File: config.mk
export PLATFORM = sky130hd
export DESIGN_NAME = pqm_monitor
export DESIGN_NICKNAME = d
export VERILOG_FILES = /design/src/core/pqm_pkg.sv /design/src/core/pqm_level_count.sv /design/src/core/pqm_zero_cross.sv /design/src/core/pqm_monitor.sv
export VERILOG_INCLUDE_DIRS = /design/src /design/src/core
export SDC_FILE = /design/constraint.sdc
export NUM_CORES = 1
export LEC_CHECK = 0
export CORE_MARGIN = 2
export CORE_UTILIZATION = 31
export DETAILED_ROUTE_END_ITERATION = 8
export DONT_BUFFER_PORTS = 1
export PLACE_DENSITY = 0.45
export SYNTH_ARGS = -nofsm -noshare
export SYNTH_HDL_FRONTEND = slang
export SYNTH_SLANG_ARGS = --single-unit
File: constraint.sdc
create_clock -name ref_clk -period 3.08 [get_ports ref_clk]
set_clock_uncertainty 0.1 [all_clocks]
set_input_delay 0.154 -clock ref_clk [delete_from_list [all_inputs] [get_ports ref_clk]]
set_output_delay 0.154 -clock ref_clk [all_outputs]
set_load 0.005 [all_outputs]
File: src/core/pqm_params.svh
// Purpose: Constants for the power quality event monitor.
// Assumes: 50 MHz ref_clk, signed 16-bit instantaneous samples with a strobe at the 8 kHz rate.
// Notes: Bit positions are within the event state, irq status and irq enable words, sag_peak_config and current_detector_control.
// Function
// - Peak magnitude per channel over window.
// - State always; irq status only if enabled.
// - Sag when under three samples exceed.
// - Sag period is config bits 7..0.
// - Sag status set at period end; clear after three.
// - Per-phase dip flags and enables bits 14..12.
// - Phase loss counts like sag, lower threshold.
// - Lost phase blocks its zero crossings.
// - Over-voltage while any magnitude exceeds threshold.
// - Over-voltage change flagged, can interrupt.
// - Over-current while any magnitude exceeds threshold.
// - Over-current change flagged, can interrupt.
// - Frequency outside limits sets bit 11/15.
// - Zero crossings per phase, selectable outputs.
// - Neutral current over limit sets bit 7.
// - three_wire_select selects wiring; A,B,C order.
// - Three-wire: A to C beyond 180 degrees.
// - Sequence fault sets warning bit 9.
// - Mode pins alone select four modes.
// - Normal mode: all on, detector by control.
// - Idle: stop, outputs and oscillator low.
`ifndef PQM_PARAMS_SVH
`define PQM_PARAMS_SVH
`define PQM_SAG_PERIOD_LSB   0
`define PQM_PEAK_WINDOW_LSB  8
`define PQM_NEUTRAL_OVER_BIT 7
`define PQM_OV_BIT           0
`define PQM_OI_BIT           1
`define PQM_PHASE_LOSS_BIT   2
`define PQM_SEQ_WARN_BIT     9
`define PQM_LOW_FREQ_BIT     11
`define PQM_HIGH_FREQ_BIT    15
`define PQM_DIP_LSB          12
`define PQM_DETECTOR_BIT     0
`define PQM_SAG_COUNT        2'h3
`endif

File: src/core/pqm_pkg.sv
// Purpose: Types for the power quality event monitor.
// Assumes: Mode pin order is high pin then low pin.
// Notes: Codes follow the mode pin levels.
package pqm_pkg;
  typedef enum logic [1:0] {
    PQM_IDLE    = 2'h0,
    PQM_DETECT  = 2'h1,
    PQM_PARTIAL = 2'h2,
    PQM_NORMAL  = 2'h3
  } pqm_mode_t;
endpackage

File: src/core/pqm_level_count.sv
// Purpose: One phase's sample counter for sag or phase-loss detection.
// Assumes: Samples arrive as magnitudes with a strobe; period_tick ends each detecting period.
// Notes: Status sets at a period with fewer than three samples above, clears on the third.
`timescale 1ns/10ps
`default_nettype none
`include "pqm_params.svh"
module pqm_level_count #(
  parameter int W = 16
) (
  input  wire  logic         ref_clk,
  input  wire  logic         rst_n,
  input  wire  logic         run,
  input  wire  logic         sample_stb,
  input  wire  logic [W-1:0] magnitude,
  input  wire  logic [W-1:0] threshold,
  input  wire  logic         period_tick,
  output logic               status,
  output logic               event_pulse
);
  typedef struct packed {
    logic [1:0] cnt;  // Samples above threshold this period, saturating.
    logic       st;   // Condition status.
    logic       ev;   // One-cycle event at period end.
  } pqm_lc_t;
  pqm_lc_t s_r, s_nxt;

  // Count samples above threshold; judge at period end.
  always_comb begin
    s_nxt    = s_r;
    s_nxt.ev = 1'b0;
    if (!run) begin
      s_nxt = '0;
    end else begin
      if (sample_stb && magnitude > threshold && s_r.cnt != `PQM_SAG_COUNT) begin
        s_nxt.cnt = s_r.cnt + 2'h1;
        if (s_r.cnt == 2'h2) begin
          s_nxt.st = 1'b0;
        end
      end
      if (period_tick) begin
        // The strobe that ends the period still counts toward it.
        if (s_nxt.cnt != `PQM_SAG_COUNT) begin
          s_nxt.st = 1'b1;
          s_nxt.ev = 1'b1;
        end
        s_nxt.cnt = '0;
      end
    end
  end

  // State register.
  always_ff @(posedge ref_clk or negedge rst_n) begin
    if (!rst_n) begin
      s_r <= '0;
    end else begin
      s_r <= s_nxt;
    end
  end

  assign status      = s_r.st;
  assign event_pulse = s_r.ev;
endmodule // pqm_level_count
`default_nettype wire

File: src/core/pqm_zero_cross.sv
// Purpose: Zero crossing detector for one fundamental channel.
// Assumes: Input is the signed fundamental sample, valid on sample_stb.
// Notes: A rising crossing gives a one-cycle pulse; level shows the sign.
`timescale 1ns/10ps
`default_nettype none
module pqm_zero_cross #(
  parameter int W = 16
) (
  input  wire  logic         ref_clk,
  input  wire  logic         rst_n,
  input  wire  logic         enable,
  input  wire  logic         sample_stb,
  input  wire  logic [W-1:0] sample,
  output logic               positive,
  output logic               rise_pulse
);
  typedef struct packed {
    logic pos;
    logic rise;
  } pqm_zc_t;
  pqm_zc_t s_r, s_nxt;

  // Disabled detectors hold low so no stale crossing leaks out.
  always_comb begin
    s_nxt      = s_r;
    s_nxt.rise = 1'b0;
    if (!enable) begin
      s_nxt = '0;
    end else if (sample_stb) begin
      s_nxt.pos  = ~sample[W-1];
      s_nxt.rise = ~sample[W-1] & ~s_r.pos;
    end
  end

  // State register.
  always_ff @(posedge ref_clk or negedge rst_n) begin
    if (!rst_n) begin
      s_r <= '0;
    end else begin
      s_r <= s_nxt;
    end
  end

  assign positive   = s_r.pos;
  assign rise_pulse = s_r.rise;
endmodule // pqm_zero_cross
`default_nettype wire

File: src/core/pqm_monitor.sv
// Purpose: Power quality event monitor top: peaks, sag, phase loss, limits, sequence, modes.
// Assumes: Samples are signed, three voltage and three current channels, strobed at 8 kHz.
// Notes: Software clears irq status through one-cycle clear masks; set beats clear.
`timescale 1ns/10ps
`default_nettype none
`include "pqm_params.svh"
module pqm_monitor
  import pqm_pkg::*;
#(
  parameter int W  = 16,  // Sample and threshold width.
  parameter int FW = 16   // Frequency word width.
) (
  input  wire  logic          ref_clk,
  input  wire  logic          rst_n,
  input  wire  logic          mode_pin_high,
  input  wire  logic          mode_pin_low,
  input  wire  logic          sample_stb,
  input  wire  logic [3*W-1:0] volt_samples,
  input  wire  logic [3*W-1:0] curr_samples,
  input  wire  logic [3*W-1:0] volt_fund,
  input  wire  logic [3*W-1:0] curr_fund,
  input  wire  logic [15:0]   sag_peak_config,
  input  wire  logic [W-1:0]  overvoltage_threshold,
  input  wire  logic [W-1:0]  overcurrent_threshold,
  input  wire  logic [W-1:0]  voltage_dip_threshold,
  input  wire  logic [W-1:0]  line_missing_threshold,
  input  wire  logic [FW-1:0] measured_frequency,
  input  wire  logic [FW-1:0] low_frequency_limit,
  input  wire  logic [FW-1:0] high_frequency_limit,
  input  wire  logic [W-1:0]  neutral_rms,
  input  wire  logic [W-1:0]  neutral_current_limit,
  input  wire  logic          three_wire_select,
  input  wire  logic [5:0]    crossing_output_select,
  input  wire  logic [15:0]   current_detector_control,
  input  wire  logic [15:0]   event_irq_enable_a,
  input  wire  logic [15:0]   event_irq_enable_b,
  input  wire  logic [15:0]   irq_clear_a,
  input  wire  logic [15:0]   irq_clear_b,
  input  wire  logic          energy_pulse_in,
  input  wire  logic          warning_in,
  output logic [3*W-1:0]      volt_peak,
  output logic [3*W-1:0]      curr_peak,
  output logic [15:0]         event_state_a,
  output logic [15:0]         event_state_b,
  output logic [15:0]         event_irq_status_a,
  output logic [15:0]         event_irq_status_b,
  output logic                interrupt_line_a,
  output logic                interrupt_line_b,
  output logic [2:0]          crossing_output,
  output logic                energy_pulse_output,
  output logic                warning_output,
  output logic                crystal_drive_output,
  output logic                detector_active,
  output pqm_mode_t           power_mode
);
  // Magnitude of a signed sample; the most negative code saturates.
  function automatic logic [W-1:0] mag(input logic [W-1:0] x);
    logic [W-1:0] n;
    n = ~x + {{(W-1){1'b0}}, 1'b1};
    if (!x[W-1]) begin
      return x;
    end else if (n[W-1]) begin
      return {1'b0, {(W-1){1'b1}}};
    end else begin
      return n;
    end
  endfunction

  typedef struct packed {
    pqm_mode_t     mode;
    logic [7:0]    sag_cnt;   // Samples in current detecting period.
    logic [7:0]    peak_cnt;  // Samples in current peak window.
    logic [3*W-1:0] vpk_run;  // Running maxima.
    logic [3*W-1:0] ipk_run;
    logic [3*W-1:0] vpk;      // Published peaks.
    logic [3*W-1:0] ipk;
    logic [15:0]   st_a;
    logic [15:0]   st_b;
    logic [15:0]   is_a;
    logic [15:0]   is_b;
    logic          irq_a;
    logic          irq_b;
    logic [2:0]    zx;
    logic          cf;
    logic          warn;
    logic          osc;
    logic          det;
    logic [1:0]    seq_step;  // Expected next phase in four-wire order.
    logic [1:0]    iseq_step; // Expected next current phase; currents keep their own order.
    logic [15:0]   ac_cnt;    // Samples since phase A crossing.
    logic [15:0]   period;    // Samples between A crossings.
  } pqm_state_t;
  pqm_state_t s_r, s_nxt;

  // Mode decoding uses the pins only.
  pqm_mode_t mode_now;
  assign mode_now = pqm_mode_t'({mode_pin_high, mode_pin_low});
  logic run;
  assign run = (s_r.mode == PQM_NORMAL) || (s_r.mode == PQM_PARTIAL);

  logic period_tick;
  assign period_tick = sample_stb && (s_r.sag_cnt == sag_peak_config[`PQM_PEAK_WINDOW_LSB-1:0]);

  // Per-phase sag, phase-loss and zero crossing instances.
  logic [2:0] sag_st, sag_ev, loss_st, loss_ev, vpos, vrise, ipos, irise;
  genvar g;
  generate
    for (g = 0; g < 3; g++) begin : g_ph
      pqm_level_count #(.W(W)) u_sag (
        .ref_clk(ref_clk), .rst_n(rst_n), .run(run), .sample_stb(sample_stb),
        .magnitude(mag(volt_samples[g*W +: W])), .threshold(voltage_dip_threshold),
        .period_tick(period_tick), .status(sag_st[g]), .event_pulse(sag_ev[g]));
      pqm_level_count #(.W(W)) u_loss (
        .ref_clk(ref_clk), .rst_n(rst_n), .run(run), .sample_stb(sample_stb),
        .magnitude(mag(volt_samples[g*W +: W])), .threshold(line_missing_threshold),
        .period_tick(period_tick), .status(loss_st[g]), .event_pulse(loss_ev[g]));
      pqm_zero_cross #(.W(W)) u_zv (
        .ref_clk(ref_clk), .rst_n(rst_n), .enable(run && !loss_st[g]),
        .sample_stb(sample_stb), .sample(volt_fund[g*W +: W]),
        .positive(vpos[g]), .rise_pulse(vrise[g]));
      pqm_zero_cross #(.W(W)) u_zi (
        .ref_clk(ref_clk), .rst_n(rst_n), .enable(run && !loss_st[g]),
        .sample_stb(sample_stb), .sample(curr_fund[g*W +: W]),
        .positive(ipos[g]), .rise_pulse(irise[g]));
    end
  endgenerate

  // Next-state logic for all monitored conditions.
  always_comb begin
    logic ov, oi, vseq_bad, iseq_bad, lof, hif, nov;
    logic [15:0] set_a, set_b;
    s_nxt = s_r;
    ov = 1'b0;
    oi = 1'b0;
    vseq_bad = 1'b0;
    iseq_bad = 1'b0;
    set_a = '0;
    set_b = '0;
    lof = measured_frequency < low_frequency_limit;
    hif = measured_frequency > high_frequency_limit;
    nov = neutral_rms > neutral_current_limit;
    s_nxt.mode = mode_now;
    for (int p = 0; p < 3; p++) begin
      if (mag(volt_samples[p*W +: W]) > overvoltage_threshold) begin
        ov = 1'b1;
      end
      if (mag(curr_samples[p*W +: W]) > overcurrent_threshold) begin
        oi = 1'b1;
      end
    end
    // Sequence: four-wire expects A,B,C; three-wire needs A to C beyond half a cycle.
    if (sample_stb) begin
      s_nxt.ac_cnt = s_r.ac_cnt + 16'h1;
    end
    if (three_wire_select) begin
      if (vrise[0]) begin
        s_nxt.period = s_r.ac_cnt;
        s_nxt.ac_cnt = '0;
      end
      if (vrise[2] && ({s_r.ac_cnt, 1'b0} <= {1'b0, s_r.period})) begin
        vseq_bad = 1'b1;
      end
      if (irise[2] && ({s_r.ac_cnt, 1'b0} <= {1'b0, s_r.period})) begin
        iseq_bad = 1'b1;
      end
    end else begin
      for (int p = 0; p < 3; p++) begin
        if (vrise[p]) begin
          if (p[1:0] != s_r.seq_step) begin
            vseq_bad = 1'b1;
          end
          s_nxt.seq_step = (p == 2) ? 2'h0 : 2'(p + 1);
        end
        if (irise[p]) begin
          if (p[1:0] != s_r.iseq_step) begin
            iseq_bad = 1'b1;
          end
          s_nxt.iseq_step = (p == 2) ? 2'h0 : 2'(p + 1);
        end
      end
    end
    // Peak windows.
    if (run && sample_stb) begin
      s_nxt.sag_cnt  = period_tick ? 8'h0 : s_r.sag_cnt + 8'h1;
      s_nxt.peak_cnt = s_r.peak_cnt + 8'h1;
      for (int p = 0; p < 3; p++) begin
        if (mag(volt_samples[p*W +: W]) > s_r.vpk_run[p*W +: W]) begin
          s_nxt.vpk_run[p*W +: W] = mag(volt_samples[p*W +: W]);
        end
        if (mag(curr_samples[p*W +: W]) > s_r.ipk_run[p*W +: W]) begin
          s_nxt.ipk_run[p*W +: W] = mag(curr_samples[p*W +: W]);
        end
      end
      if (s_r.peak_cnt == sag_peak_config[15:`PQM_PEAK_WINDOW_LSB]) begin
        s_nxt.vpk      = s_nxt.vpk_run;
        s_nxt.ipk      = s_nxt.ipk_run;
        s_nxt.vpk_run  = '0;
        s_nxt.ipk_run  = '0;
        s_nxt.peak_cnt = '0;
      end
    end
    // State words track conditions, except the sticky sequence warnings.
    s_nxt.st_a[`PQM_OV_BIT]           = ov;
    s_nxt.st_a[`PQM_OI_BIT]           = oi;
    s_nxt.st_a[`PQM_PHASE_LOSS_BIT]   = |loss_st;
    s_nxt.st_a[`PQM_NEUTRAL_OVER_BIT] = nov;
    // Sequence warnings are sticky; a new fault beats a clear in the same cycle.
    s_nxt.st_a[`PQM_SEQ_WARN_BIT]     = vseq_bad |
      (s_r.st_a[`PQM_SEQ_WARN_BIT] & ~irq_clear_a[`PQM_SEQ_WARN_BIT]);
    s_nxt.st_b[`PQM_SEQ_WARN_BIT]     = iseq_bad |
      (s_r.st_b[`PQM_SEQ_WARN_BIT] & ~irq_clear_b[`PQM_SEQ_WARN_BIT]);
    s_nxt.st_b[`PQM_LOW_FREQ_BIT]     = lof;
    s_nxt.st_b[`PQM_HIGH_FREQ_BIT]    = hif;
    s_nxt.st_b[`PQM_DIP_LSB +: 3]     = sag_st;
    // Events: changes and present conditions.
    set_a[`PQM_OV_BIT]           = ov != s_r.st_a[`PQM_OV_BIT];
    set_a[`PQM_OI_BIT]           = oi != s_r.st_a[`PQM_OI_BIT];
    set_a[`PQM_PHASE_LOSS_BIT]   = |loss_ev;
    set_a[`PQM_NEUTRAL_OVER_BIT] = nov;
    set_a[`PQM_SEQ_WARN_BIT]     = vseq_bad;
    set_b[`PQM_SEQ_WARN_BIT]     = iseq_bad;
    set_b[`PQM_LOW_FREQ_BIT]     = lof;
    set_b[`PQM_HIGH_FREQ_BIT]    = hif;
    set_b[`PQM_DIP_LSB +: 3]     = sag_ev;
    // Sticky status: set wins over clear; only enabled bits latch.
    if (s_r.mode == PQM_NORMAL) begin
      s_nxt.is_a = (s_r.is_a & ~irq_clear_a) | (set_a & event_irq_enable_a);
      s_nxt.is_b = (s_r.is_b & ~irq_clear_b) | (set_b & event_irq_enable_b);
    end else begin
      s_nxt.is_a = s_r.is_a & ~irq_clear_a;
      s_nxt.is_b = s_r.is_b & ~irq_clear_b;
    end
    s_nxt.irq_a = |(s_nxt.is_a & event_irq_enable_a);
    s_nxt.irq_b = |(s_nxt.is_b & event_irq_enable_b);
    // Pin outputs.
    for (int p = 0; p < 3; p++) begin
      s_nxt.zx[p] = crossing_output_select[p] ? ipos[p] : vpos[p];
    end
    s_nxt.cf   = energy_pulse_in;
    s_nxt.warn = warning_in;
    s_nxt.osc  = ~s_r.osc;
    s_nxt.det  = current_detector_control[`PQM_DETECTOR_BIT];
    if (!run) begin
      // Idle and detect mode stop the sag and peak counters and hold crossing, pulse, warning and irq pins low.
      s_nxt.zx    = '0;
      s_nxt.cf    = 1'b0;
      s_nxt.warn  = 1'b0;
      s_nxt.irq_a = 1'b0;
      s_nxt.irq_b = 1'b0;
      s_nxt.osc   = mode_now != PQM_IDLE && s_r.mode != PQM_IDLE && ~s_r.osc;
      s_nxt.det   = s_r.mode == PQM_DETECT;
      s_nxt.sag_cnt  = '0;
      s_nxt.peak_cnt = '0;
    end
  end

  // State register.
  always_ff @(posedge ref_clk or negedge rst_n) begin
    if (!rst_n) begin
      s_r <= '0;
    end else begin
      s_r <= s_nxt;
    end
  end

  assign volt_peak            = s_r.vpk;
  assign curr_peak            = s_r.ipk;
  assign event_state_a        = s_r.st_a;
  assign event_state_b        = s_r.st_b;
  assign event_irq_status_a   = s_r.is_a;
  assign event_irq_status_b   = s_r.is_b;
  assign interrupt_line_a     = s_r.irq_a;
  assign interrupt_line_b     = s_r.irq_b;
  assign crossing_output      = s_r.zx;
  assign energy_pulse_output  = s_r.cf;
  assign warning_output       = s_r.warn;
  assign crystal_drive_output = s_r.osc;
  assign detector_active      = s_r.det;
  assign power_mode           = s_r.mode;
endmodule // pqm_monitor
`default_nettype wire

==> results of run 1 <==
[state kept, by name, indices dropped and copies added, names as in the netlist, 5 cells and up]
name,count
curr_peak,48
event_irq_status_a,16
event_irq_status_b,16
event_state_a,5
event_state_b,6
g_ph.u_loss.s_r,6
g_ph.u_sag.s_r,6
s_r,148
volt_peak,48
[per-layer routing]
layer / vias to the layer above / routed length, um
met5: - / 0
met4: 0 / 2840
met3: 139 / 4240
met2: 489 / 47800
met1: 11200 / 42100
li1: 10700 / -
[what timing repair did]
action	in CTS	in global routing
cloned	5	5
setup endpoints to repair	139	200
hold buffers	176	1
resized for setup	135	129
pin swaps	66	75
setup buffers	25	27
hold endpoints to repair	547	335
[synthesized netlist by cell type, drive strengths merged (9+ instances only)]
cell     number
nand2       305
o311ai       46
nor2        160
mux2i        50
ha          353
a2111oi      12
or2           9
a22o         90
o211ai       11
xor2         79
clkbuf       72
xnor2        28
a211oi       12
nor3         47
inv         277
a22oi        11
nor4         21
nand3        86
a21o         47
nand4b       10
and2         19
and3         10
nand2b       10
or4          16
nand4        67
nor2b        55
o21ai       162
o31ai        29
buf         182
a31oi        17
dfrtp       334
or3          17
a211o         9
a21oi       120
a21boi        9
o21a         13
[stage by stage]
step,util,total power [uW],TNS [ps]
2_1_floorplan,-,10400,-85190
3_5_place_dp,0.349,12500,-152720
4_1_cts,0.400,18800,-10220
3_3_place_gp,0.349,12400,-141670
5_1_grt,0.413,20600,-33370
6_report,0.413,19400,-16770
[worst register-to-register path, delay by kind of cell, from the launching register on]
| family | cells | cell delay [ps] |
|---|---|---|
| AND/OR/NAND/NOR | 1 | 100 |
| AO/OA/AOI/OAI | 5 | 1630 |
| flip-flops | 1 | 360 |
| buffers and inverters | 1 | 590 |
[cell families (layout without fill, tap and decap cells)]
logic type	Yosys count	after routing
XOR/XNOR	107	107
multiplexers	54	54
other	1	21
adder cells (fa/ha/maj)	353	353
AO/OA/AOI/OAI	643	645
flip-flops	334	334
AND/OR/NAND/NOR	850	850
buffers and inverters	531	879
[where the power goes]
part	total, uW	switching, uW	internal (uW)
Combinational	8290	4100	4180
Sequential	5840	690	5150
Clock	5250	2180	3080
Total	19400	6970	12400
[final cells by class]
class                   instances  share of cell area
multi-input cells            2030               0.492
inverters                     277              0.0314
clock buffers                  53              0.0360
flip-flops and latches        334               0.248
repair buffers                522               0.146
clock inverters                27             0.00753
well taps                    1070              0.0397
[worst max path at each step]
stage	slack [ps]	start	cells after the start	to
2_1_floorplan	-850	curr_samples[38]	15	s_r[242]
5_1_grt	-460	curr_samples[38]	17	s_r[247]
6_report	-320	curr_samples[38]	17	s_r[245]
4_1_cts	-210	volt_samples[9]	15	g_ph[0].u_loss.status
3_3_place_gp	-970	volt_samples[5]	15	s_r[265]
3_5_place_dp	-1060	volt_samples[5]	15	s_r[256]
==> flow_metrics.py, run 1 <==
metrics = {
    "final_layout": {
        "layout_common_cells": "dfrtp_1 (334), ha_1 (324), buf_4 (281), inv_1 (274), nand2_1 (273)",
        "final_common_cell": "dfrtp_1",
        "postLayoutCellArea_um2": 33700,
        "areaGrowthSynthToFinish_pct": 32.6,
        "diodes": 0,
        "multi_input_area_um2": 16600,
        "nNetsFinal": 4009,
        "regArea_um2": 8360,
        "finalNonFillerCells": 4313,
        "drive_above_1_share": 0.220,
        "n_fill_cell": 7952,
    },
    "floorplan": {
        "initial_core_util": 0.312,
        "die_area_um2": 84400,
        "top_level_ports": 617,
        "fp.coreArea_um2": 81700,
        "die_h_um": 291,
        "die_w_um": 291,
        "rows": 105,
    },
    "global_routing": {
        "grt_max_degree": 335,
        "met3_usage": 0.0367,
        "gr-usage-all-layers": 0.221,
        "met1_usage": 0.282,
        "met2_usage": 0.382,
        "grt_pass1_vias": 23500,
        "grt_pass1_wl_mm": 144,
        "grt-busiest-layer": "met2",
        "overflow": 0,
        "antenna_found_initial": 1,
    },
    "synth": {
        "synthSimpleGateAreaFrac": 0.161,
        "synth_top_family_by_area": "adder cells",
        "yosys_warnings": 0,
        "ys_seq_area_frac": 0.328,
        "synth.area.mux_share": 0.0214,
        "synth-edff-count": 0,
        "async_reset_ff_frac": 1.00,
        "synth_ff_type": "dfrtp_1",
        "yosys.area.top_type": "dfrtp_1",
        "synthXorXnorAreaFrac": 0.0368,
        "synthCells": 2873,
        "synth_area_um2": 25500,
        "avgSynthCellArea_um2": 8.86,
        "ys_types": 80,
        "synth_fa_ha_area_frac": 0.173,
        "yosysTopAreaCellShare": 0.328,
        "synth_compound_area_frac": 0.173,
        "ys_ff_latch": 334,
        "synthTopCellsByArea": "dfrtp_1 (33%), ha_1 (17%), buf_4 (4.9%)",
    },
    "routing": {
        "ant_nets": 0,
        "avgRoutedWirePerCell_um": 22.5,
        "route.vias.total": 22500,
        "vias_per_cell": 5.23,
        "dr.first_iter.drc_count": 1098,
        "dr.pass1.iters": 5,
        "wl_mm": 96.9,
        "drc_errors": 0,
    },
    "clocking": {
        "cts.htree.levels": 2,
        "cts.path.max_buffers": 3,
        "tritoncts": "built",
        "insertion_delay_ps": 600,
        "numCtsBuffers": 45,
        "clock-root-buffer": "clkbuf_16",
        "cts.sinks": 334,
        "clk_pin_slew_worst_paths_ps": 60,
    },
    "flow_run": {
        "maxCapViolCount": 0,
    },
    "sta": {
        "worst_pin_slew_ps": 1130,
        "timing.fmax_mhz": 294,
        "hold_viol_final": 334,
        "drv_slew": 0,
        "setup_violations": 112,
        "post-route-min-period_ps": 3400,
        "slew_headroom": 0.246,
        "fin_crit_sh": 1.10,
        "setup_ws_ps": -322,
        "timing.hold.ws_ps": -854,
        "rsz0062_at_grt": "true",
    },
    "setup_path": {
        "crit_path_frequent_cell": "or4_4",
        "worstPathMaxFanout": 7,
        "crit_chain": "or3_4 > or4_4 > nor4_4 > nand3_2 > a31oi_1 > buf_4 > ha_4 > nand4_1 > nor2_1 > a211o_1 > a2111oi_4 > or4_4 > a21oi_4 > buf_12 > o21ai_4 > buf_6 > a22o_1",
        "reg2reg_to": "interrupt_line_a",
        "reg2reg_slack_ps": 180,
        "startpoint_type": "input port",
        "reg2reg_from": "g_ph[1].u_loss.event_pulse",
        "endpoint_kind": "flop",
        "path_buf_inv": 3,
        "rr_worst_depth": 7,
        "slowest_stage": "or4_4",
        "criticalPathCategory": "input port to flop",
        "critical-path-top-delay-family": "simple AND/OR/NAND/NOR gates",
        "required_ps": 3460,
        "slowest_delay_ps": 530,
        "cp.arrival_ps": 3780,
    },
    "status": {
        "violations": "negative hold slack, negative setup slack",
        "status": "finished, violations left",
    },
    "place": {
        "routabilityCongestion": 0.956,
        "portBuffers": 0,
        "dp_slack_ps": -1060,
        "place_inst": 3998,
        "place_area_um2": 28500,
        "dp_hpwl_mm": 73.6,
    },
    "power": {
        "vdd_drop_max_v": 0.000356,
        "powerDensity_nw_per_um2": 574,
        "p_leak_uw": 0.0159,
    },
    "hold_path": {
        "hp-class": "input port to asynchronous set/reset pin",
    },
}
Power figures use the tool's default switching activity.
==> inputs of run 2 (changes only) <==
--- a/config.mk
+++ b/config.mk
@@ -8,6 +8,7 @@
 export LEC_CHECK = 0
 export CORE_MARGIN = 2
 export CORE_UTILIZATION = 31
+export CTS_BUF_LIST = sky130_fd_sc_hd__clkbuf_2
 export DETAILED_ROUTE_END_ITERATION = 8
 export DONT_BUFFER_PORTS = 1
 export PLACE_DENSITY = 0.45
==> constraint.sdc (replaced) <==
create_clock -name ref_clk -period 3.2 [get_ports ref_clk]
set_clock_uncertainty 0.1 [all_clocks]
set_input_delay 0.16 -clock ref_clk [delete_from_list [all_inputs] [get_ports ref_clk]]
set_output_delay 0.16 -clock ref_clk [all_outputs]
set_load 0.005 [all_outputs]
==> flow_metrics.py, run 2 (synthesis results as in run 1) <==
metrics = {
    "place": {
        "routabilityCongestion": 0.920,
        "dp_hpwl_mm": 73.8,
        "place_inst": 4039,
        "place_area_um2": 28700,
        "portBuffers": 0,
    },
    "final_layout": {
        "largest_reg_flops": 148,
        "final_common_cell": "dlygate4sd3_1",
        "finalNonFillerCells": 4750,
        "areaGrowthSynthToFinish_pct": 38.9,
        "layout_common_cells": "dlygate4sd3_1 (490), ha_1 (338), dfrtp_1 (334), buf_4 (330), nand2_1 (277)",
        "nNetsFinal": 4397,
        "largest-register": "s_r",
        "postLayoutCellArea_um2": 35400,
        "drive_above_1_share": 0.190,
    },
    "clocking": {
        "cts.path.max_buffers": 3,
        "clk_pin_slew_worst_paths_ps": 100,
        "insertion_delay_ps": 1210,
        "tritoncts": "built",
        "cts.htree.levels": 3,
        "numCtsBuffers": 97,
        "cts.sinks": 334,
        "clock-root-buffer": "clkbuf_2",
    },
    "power": {
        "p_int_uw": 10200,
        "p_leak_uw": 0.0172,
        "power_frac_seq": 0.333,
        "clockPowerShare": 0.202,
        "vdd_drop_max_v": 0.000290,
        "power_switching_uw": 6520,
        "powerDensity_nw_per_um2": 472,
        "finalPower_uw": 16700,
        "netSwitchingFraction": 0.390,
        "p_comb_frac": 0.465,
    },
    "floorplan": {
        "rows": 105,
        "die_area_um2": 84400,
        "die_h_um": 291,
        "die_w_um": 291,
        "top_level_ports": 617,
        "fp.coreArea_um2": 81700,
        "initial_core_util": 0.312,
    },
    "routing": {
        "dr.pass1.iters": 5,
        "vias_per_cell": 5.12,
        "drc_errors": 0,
        "route.vias.total": 24300,
        "wl_mm": 99.2,
        "dr.first_iter.drc_count": 1219,
        "avgRoutedWirePerCell_um": 20.9,
        "ant_nets": 0,
    },
    "sta": {
        "setup_ws_ps": -59.7,
        "fin_crit_sh": 1.02,
        "worst_pin_slew_ps": 1110,
        "timing.hold.ws_ps": -1450,
        "slew_headroom": 0.260,
        "hold_viol_final": 334,
        "fin_tns_setup_ps": -341,
        "timing.fmax_mhz": 307,
        "post-route-min-period_ps": 3260,
        "drv_slew": 0,
        "setup_violations": 14,
    },
    "status": {
        "violations": "negative hold slack, negative setup slack",
        "status": "finished, violations left",
    },
    "setup_path": {
        "startpoint_type": "input port",
        "criticalPathCategory": "input port to flop",
        "endpoint_kind": "flop",
        "required_ps": 4060,
        "cp.arrival_ps": 4120,
        "worstPathMaxFanout": 7,
    },
    "global_routing": {
        "overflow": 0,
        "grt_pass1_vias": 25600,
        "grt_pass1_wl_mm": 150,
        "gr-usage-all-layers": 0.229,
        "grt_max_degree": 335,
        "antenna_found_initial": 10,
    },
    "hold_path": {
        "hp-class": "input port to asynchronous set/reset pin",
    },
    "flow_run": {
        "maxCapViolCount": 0,
    },
}
-- run 2: changes by cell type in the layout (fill, tap and decap cells not counted), moves of 21 or more --
cell           before  now
clkbuf_16          49    1
buf_4             281  330
clkbuf_2            0  142
dlygate4sd3_1     177  490
clkinv_1            0   22
buf_6              31    9
o311ai_2           21    0
-- run 2: final cells by class --
| class | count | area [um2] |
|---|---|---|
| diodes | 7 | 17.5 |
| clock buffers | 142 | 711 |
| clock inverters | 32 | 174 |
| fillers | 8024 | 46300 |
| inverters | 277 | 1060 |
| multi-input cells | 2028 | 15700 |
| flip-flops and latches | 334 | 8360 |
| well taps | 1070 | 1340 |
| repair buffers | 860 | 7960 |
-- run 2: what timing repair did --
item,4_1_cts,5_1_grt
endpoints found under the setup margin,1,204
hold buffers,506,12
endpoints found under the hold margin,664,433
setup buffers,0,20
gates resized for setup,2,119
gates cloned,0,1
pin swaps,0,40
-- run 2: path summary, 6_finish.rpt --
| check | endpoint | start | slack, ps | cells past startpoint |
|---|---|---|---|---|
| max in group asynchronous | g_ph[0].u_sag.event_pulse | rst_n | 3400 | 0 |
| worst min-delay path | curr_peak[24] | rst_n | -1450 | 0 |
| worst min register to register | event_state_b[13] | g_ph[1].u_sag.status | 290 | 0 |
| min in group ref_clk | s_r[245] | sag_peak_config[14] | 80 | 7 |
| worst max register to register | interrupt_line_b | power_mode[0] | 70 | 9 |
| worst max-delay path | volt_peak[24] | volt_samples[26] | -60 | 17 |
-- run 2: power groups by stage --
stage	Clock [uW]	Sequential, uW	Combinational (uW)
floorplan	0	5390	4570
global placement	0	5610	6430
detailed placement	0	5610	6580
CTS	3580	5540	7400
global route	3830	5640	8570
finish	3380	5550	7760
-- run 2: worst max-delay path: stages --
cell and delay, ps:
dlygate4sd3_1 570, nor3_2 260, nand2_2 120, nor4_4 390, nand3_4 190, buf_6 210
nand2_4 60, ha_4 200, a21o_1 160, a21o_1 170, a211o_1 330, a211oi_2 250
o21bai_1 150, o2bb2ai_4 160, dlygate4sd3_1 580, nand3_1 90, o311ai_1 90
-- run 2: per-layer routing --
metal  track usage  routed length, um  vias to the layer above
met1         0.283              42300                    11900
met3        0.0590               6020                      193
met2         0.385              47800                      679
li1              -                  -                    11600
met5             0                 59                        -
met4        0.0804               2990                       10
-- run 2: stage by stage --
stage               setup slack (ps)  hold WS [ps]   util
detailed placement              -894          -217  0.351
CTS                            0.241         -1670  0.424
finish                         -59.7         -1450  0.433
floorplan                       -739          -236      -
global placement                -806          -218  0.351
global route                   -79.8         -1630  0.433
==> inputs of run 3 (changes only) <==
==> constraint.sdc (replaced) <==
create_clock -name ref_clk -period 4.1 [get_ports ref_clk]
set_clock_uncertainty 0.1 [all_clocks]
set_input_delay 0.205 -clock ref_clk [delete_from_list [all_inputs] [get_ports ref_clk]]
set_output_delay 0.205 -clock ref_clk [all_outputs]
set_load 0.005 [all_outputs]
==> flow_metrics.py, run 3 (synthesis results as in run 1) <==
metrics = {
    "status": {
        "status": "finished, violations left",
        "violations": "negative hold slack, negative setup slack",
    },
    "setup_path": {
        "criticalPathCategory": "input port to flop",
        "slowest_delay_ps": 590,
        "worstPathMaxFanout": 5,
        "critPathLaunch": "volt_samples[39]",
        "slowest_stage": "dlygate4sd3_1",
        "startpoint_type": "input port",
        "rr_worst_depth": 11,
        "reg2reg_from": "power_mode[1]",
        "cp.arrival_ps": 5030,
        "reg2reg_to": "interrupt_line_b",
        "crit_chain": "or3_1 > buf_4 > nand4b_1 > buf_4 > nand2_1 > xor2_1 > dlygate4sd3_1 > nand2_1 > dlygate4sd3_1 > buf_12 > ha_1 > and4_1 > nand2_1 > nor3_1 > o32ai_2 > buf_4 > or3_1 > nand4_1 > o21ai_0 > dlygate4sd3_1",
        "required_ps": 4990,
        "endpoint_kind": "flop",
        "reg2reg_slack_ps": 150,
    },
    "global_routing": {
        "gr-usage-all-layers": 0.223,
        "grt_max_degree": 335,
        "grt_pass1_vias": 25100,
        "antenna_found_initial": 11,
        "grt_pass1_wl_mm": 147,
        "overflow": 0,
    },
    "sta": {
        "slew_headroom": 0.256,
        "timing.hold.ws_ps": -1360,
        "drv_slew": 0,
        "rsz0062_at_grt": "true",
        "hold_viol_final": 334,
        "post-route-min-period_ps": 4140,
        "timing.fmax_mhz": 242,
        "worst_pin_slew_ps": 1110,
        "fin_crit_sh": 1.01,
        "setup_ws_ps": -35.1,
        "setup_violations": 4,
    },
    "flow_run": {
        "maxCapViolCount": 0,
    },
    "final_layout": {
        "final_common_cell": "dlygate4sd3_1",
        "n_fill_cell": 8068,
        "areaGrowthSynthToFinish_pct": 31.7,
        "nNetsFinal": 4256,
        "largest_reg_flops": 148,
        "finalNonFillerCells": 4617,
        "drive_above_1_share": 0.124,
        "largest-register": "s_r",
        "layout_common_cells": "dlygate4sd3_1 (519), ha_1 (348), dfrtp_1 (334), nand2_1 (299), inv_1 (277)",
        "fin_util": 0.410,
    },
    "clocking": {
        "clock-root-buffer": "clkbuf_2",
        "cts.path.max_buffers": 3,
        "tritoncts": "built",
        "numCtsBuffers": 101,
        "cts.htree.levels": 3,
        "insertion_delay_ps": 1200,
        "cts.sinks": 334,
        "clk_pin_slew_worst_paths_ps": 100,
    },
    "floorplan": {
        "die_h_um": 291,
        "fp.coreArea_um2": 81700,
        "die_area_um2": 84400,
        "top_level_ports": 617,
        "die_w_um": 291,
        "initial_core_util": 0.312,
        "rows": 105,
    },
    "place": {
        "place_inst": 3869,
        "dp_hpwl_mm": 68.2,
        "portBuffers": 0,
        "routabilityCongestion": 0.921,
    },
    "routing": {
        "wl_mm": 96.4,
        "dr.pass1.iters": 6,
        "avgRoutedWirePerCell_um": 20.9,
        "dr.first_iter.drc_count": 1307,
        "drc_errors": 0,
        "route.vias.total": 23900,
        "vias_per_cell": 5.17,
        "ant_nets": 0,
    },
    "hold_path": {
        "hp-class": "input port to asynchronous set/reset pin",
    },
    "power": {
        "p_leak_uw": 0.0163,
        "vdd_drop_max_v": 0.000181,
        "powerDensity_nw_per_um2": 377,
    },
}
run 3: changes by cell type in the layout (fill, tap and decap cells not counted), moves of 20 or more:
cell	change
buf_4	-165
dlygate4sd3_1	+29
o311ai_0	+28
o311ai_1	-28
o21ai_0	+25
o21ai_1	-24
nand2_1	+22
nand3_1	+20
run 3: worst max-delay path, delay by kind of cell:
kind | cells | cell delay [ps]
fa+ha+maj | 1 | 300
buf+inv | 7 | 2350
xor+xnor | 1 | 140
compound gates | 2 | 270
simple gates | 9 | 1770
run 3: per-stage QoR:
step / power, uW / instance area, um2 / TNS [ps] / setup slack (ps)
3_3_place_gp: 8700 / 26600 / -8830 / -267
3_5_place_dp: 8810 / 26600 / -12470 / -362
2_1_floorplan: 7490 / 25600 / 0 / 14.9
5_1_grt: 13600 / 33500 / -226 / -80.0
6_report: 12600 / 33500 / -73.5 / -35.1
4_1_cts: 12500 / 32900 / 0 / 2.58
run 3: timing repair:
| item | 4_1_cts | 5_1_grt |
|---|---|---|
| endpoints found under the hold margin | 659 | 343 |
| resized for setup | 0 | 111 |
| buffers inserted | 0 | 23 |
| hold buffers | 534 | 7 |
| setup endpoints to repair | 0 | 97 |
run 3: where the power goes:
group / switching [uW] / internal, uW
clock: 1710 / 1040
sequential: 468 / 3860
combinational: 2780 / 2770
total: 4960 / 7670
run 3: area by class of cell:
type,count,area (um2),area share
Multi-Input combinational cell,2029,15000,0.447
Clock buffer,144,721,0.0215
Clock inverter,38,203,0.00604
Sequential cell,334,8360,0.249
Timing Repair Buffer,714,6840,0.204
Tap cell,1070,1340,0.0399
Inverter,277,1040,0.0310
Antenna cell,11,27.5,0.000821
run 3: how the worst max path moves through the flow:
stage	endpoint	slack, ps	depth (start not counted)
global route	s_r[205]	-80	20
CTS	interrupt_line_a	3	18
floorplan	s_r[242]	10	17
global placement	volt_peak[8]	-270	16
detailed placement	interrupt_line_a	-360	15
finish	event_irq_status_a[0]	-40	20
run 3: routing by layer:
| layer | vias to the layer above | part of all wire | track usage |
|---|---|---|---|
| li1 | 11300 | - | - |
| met1 | 11600 | 0.42 | 0.274 |
| met2 | 812 | 0.47 | 0.368 |
| met3 | 227 | 0.066 | 0.0556 |
| met4 | 8 | 0.042 | 0.0990 |
| met5 | - | 0.00057 | 0 |
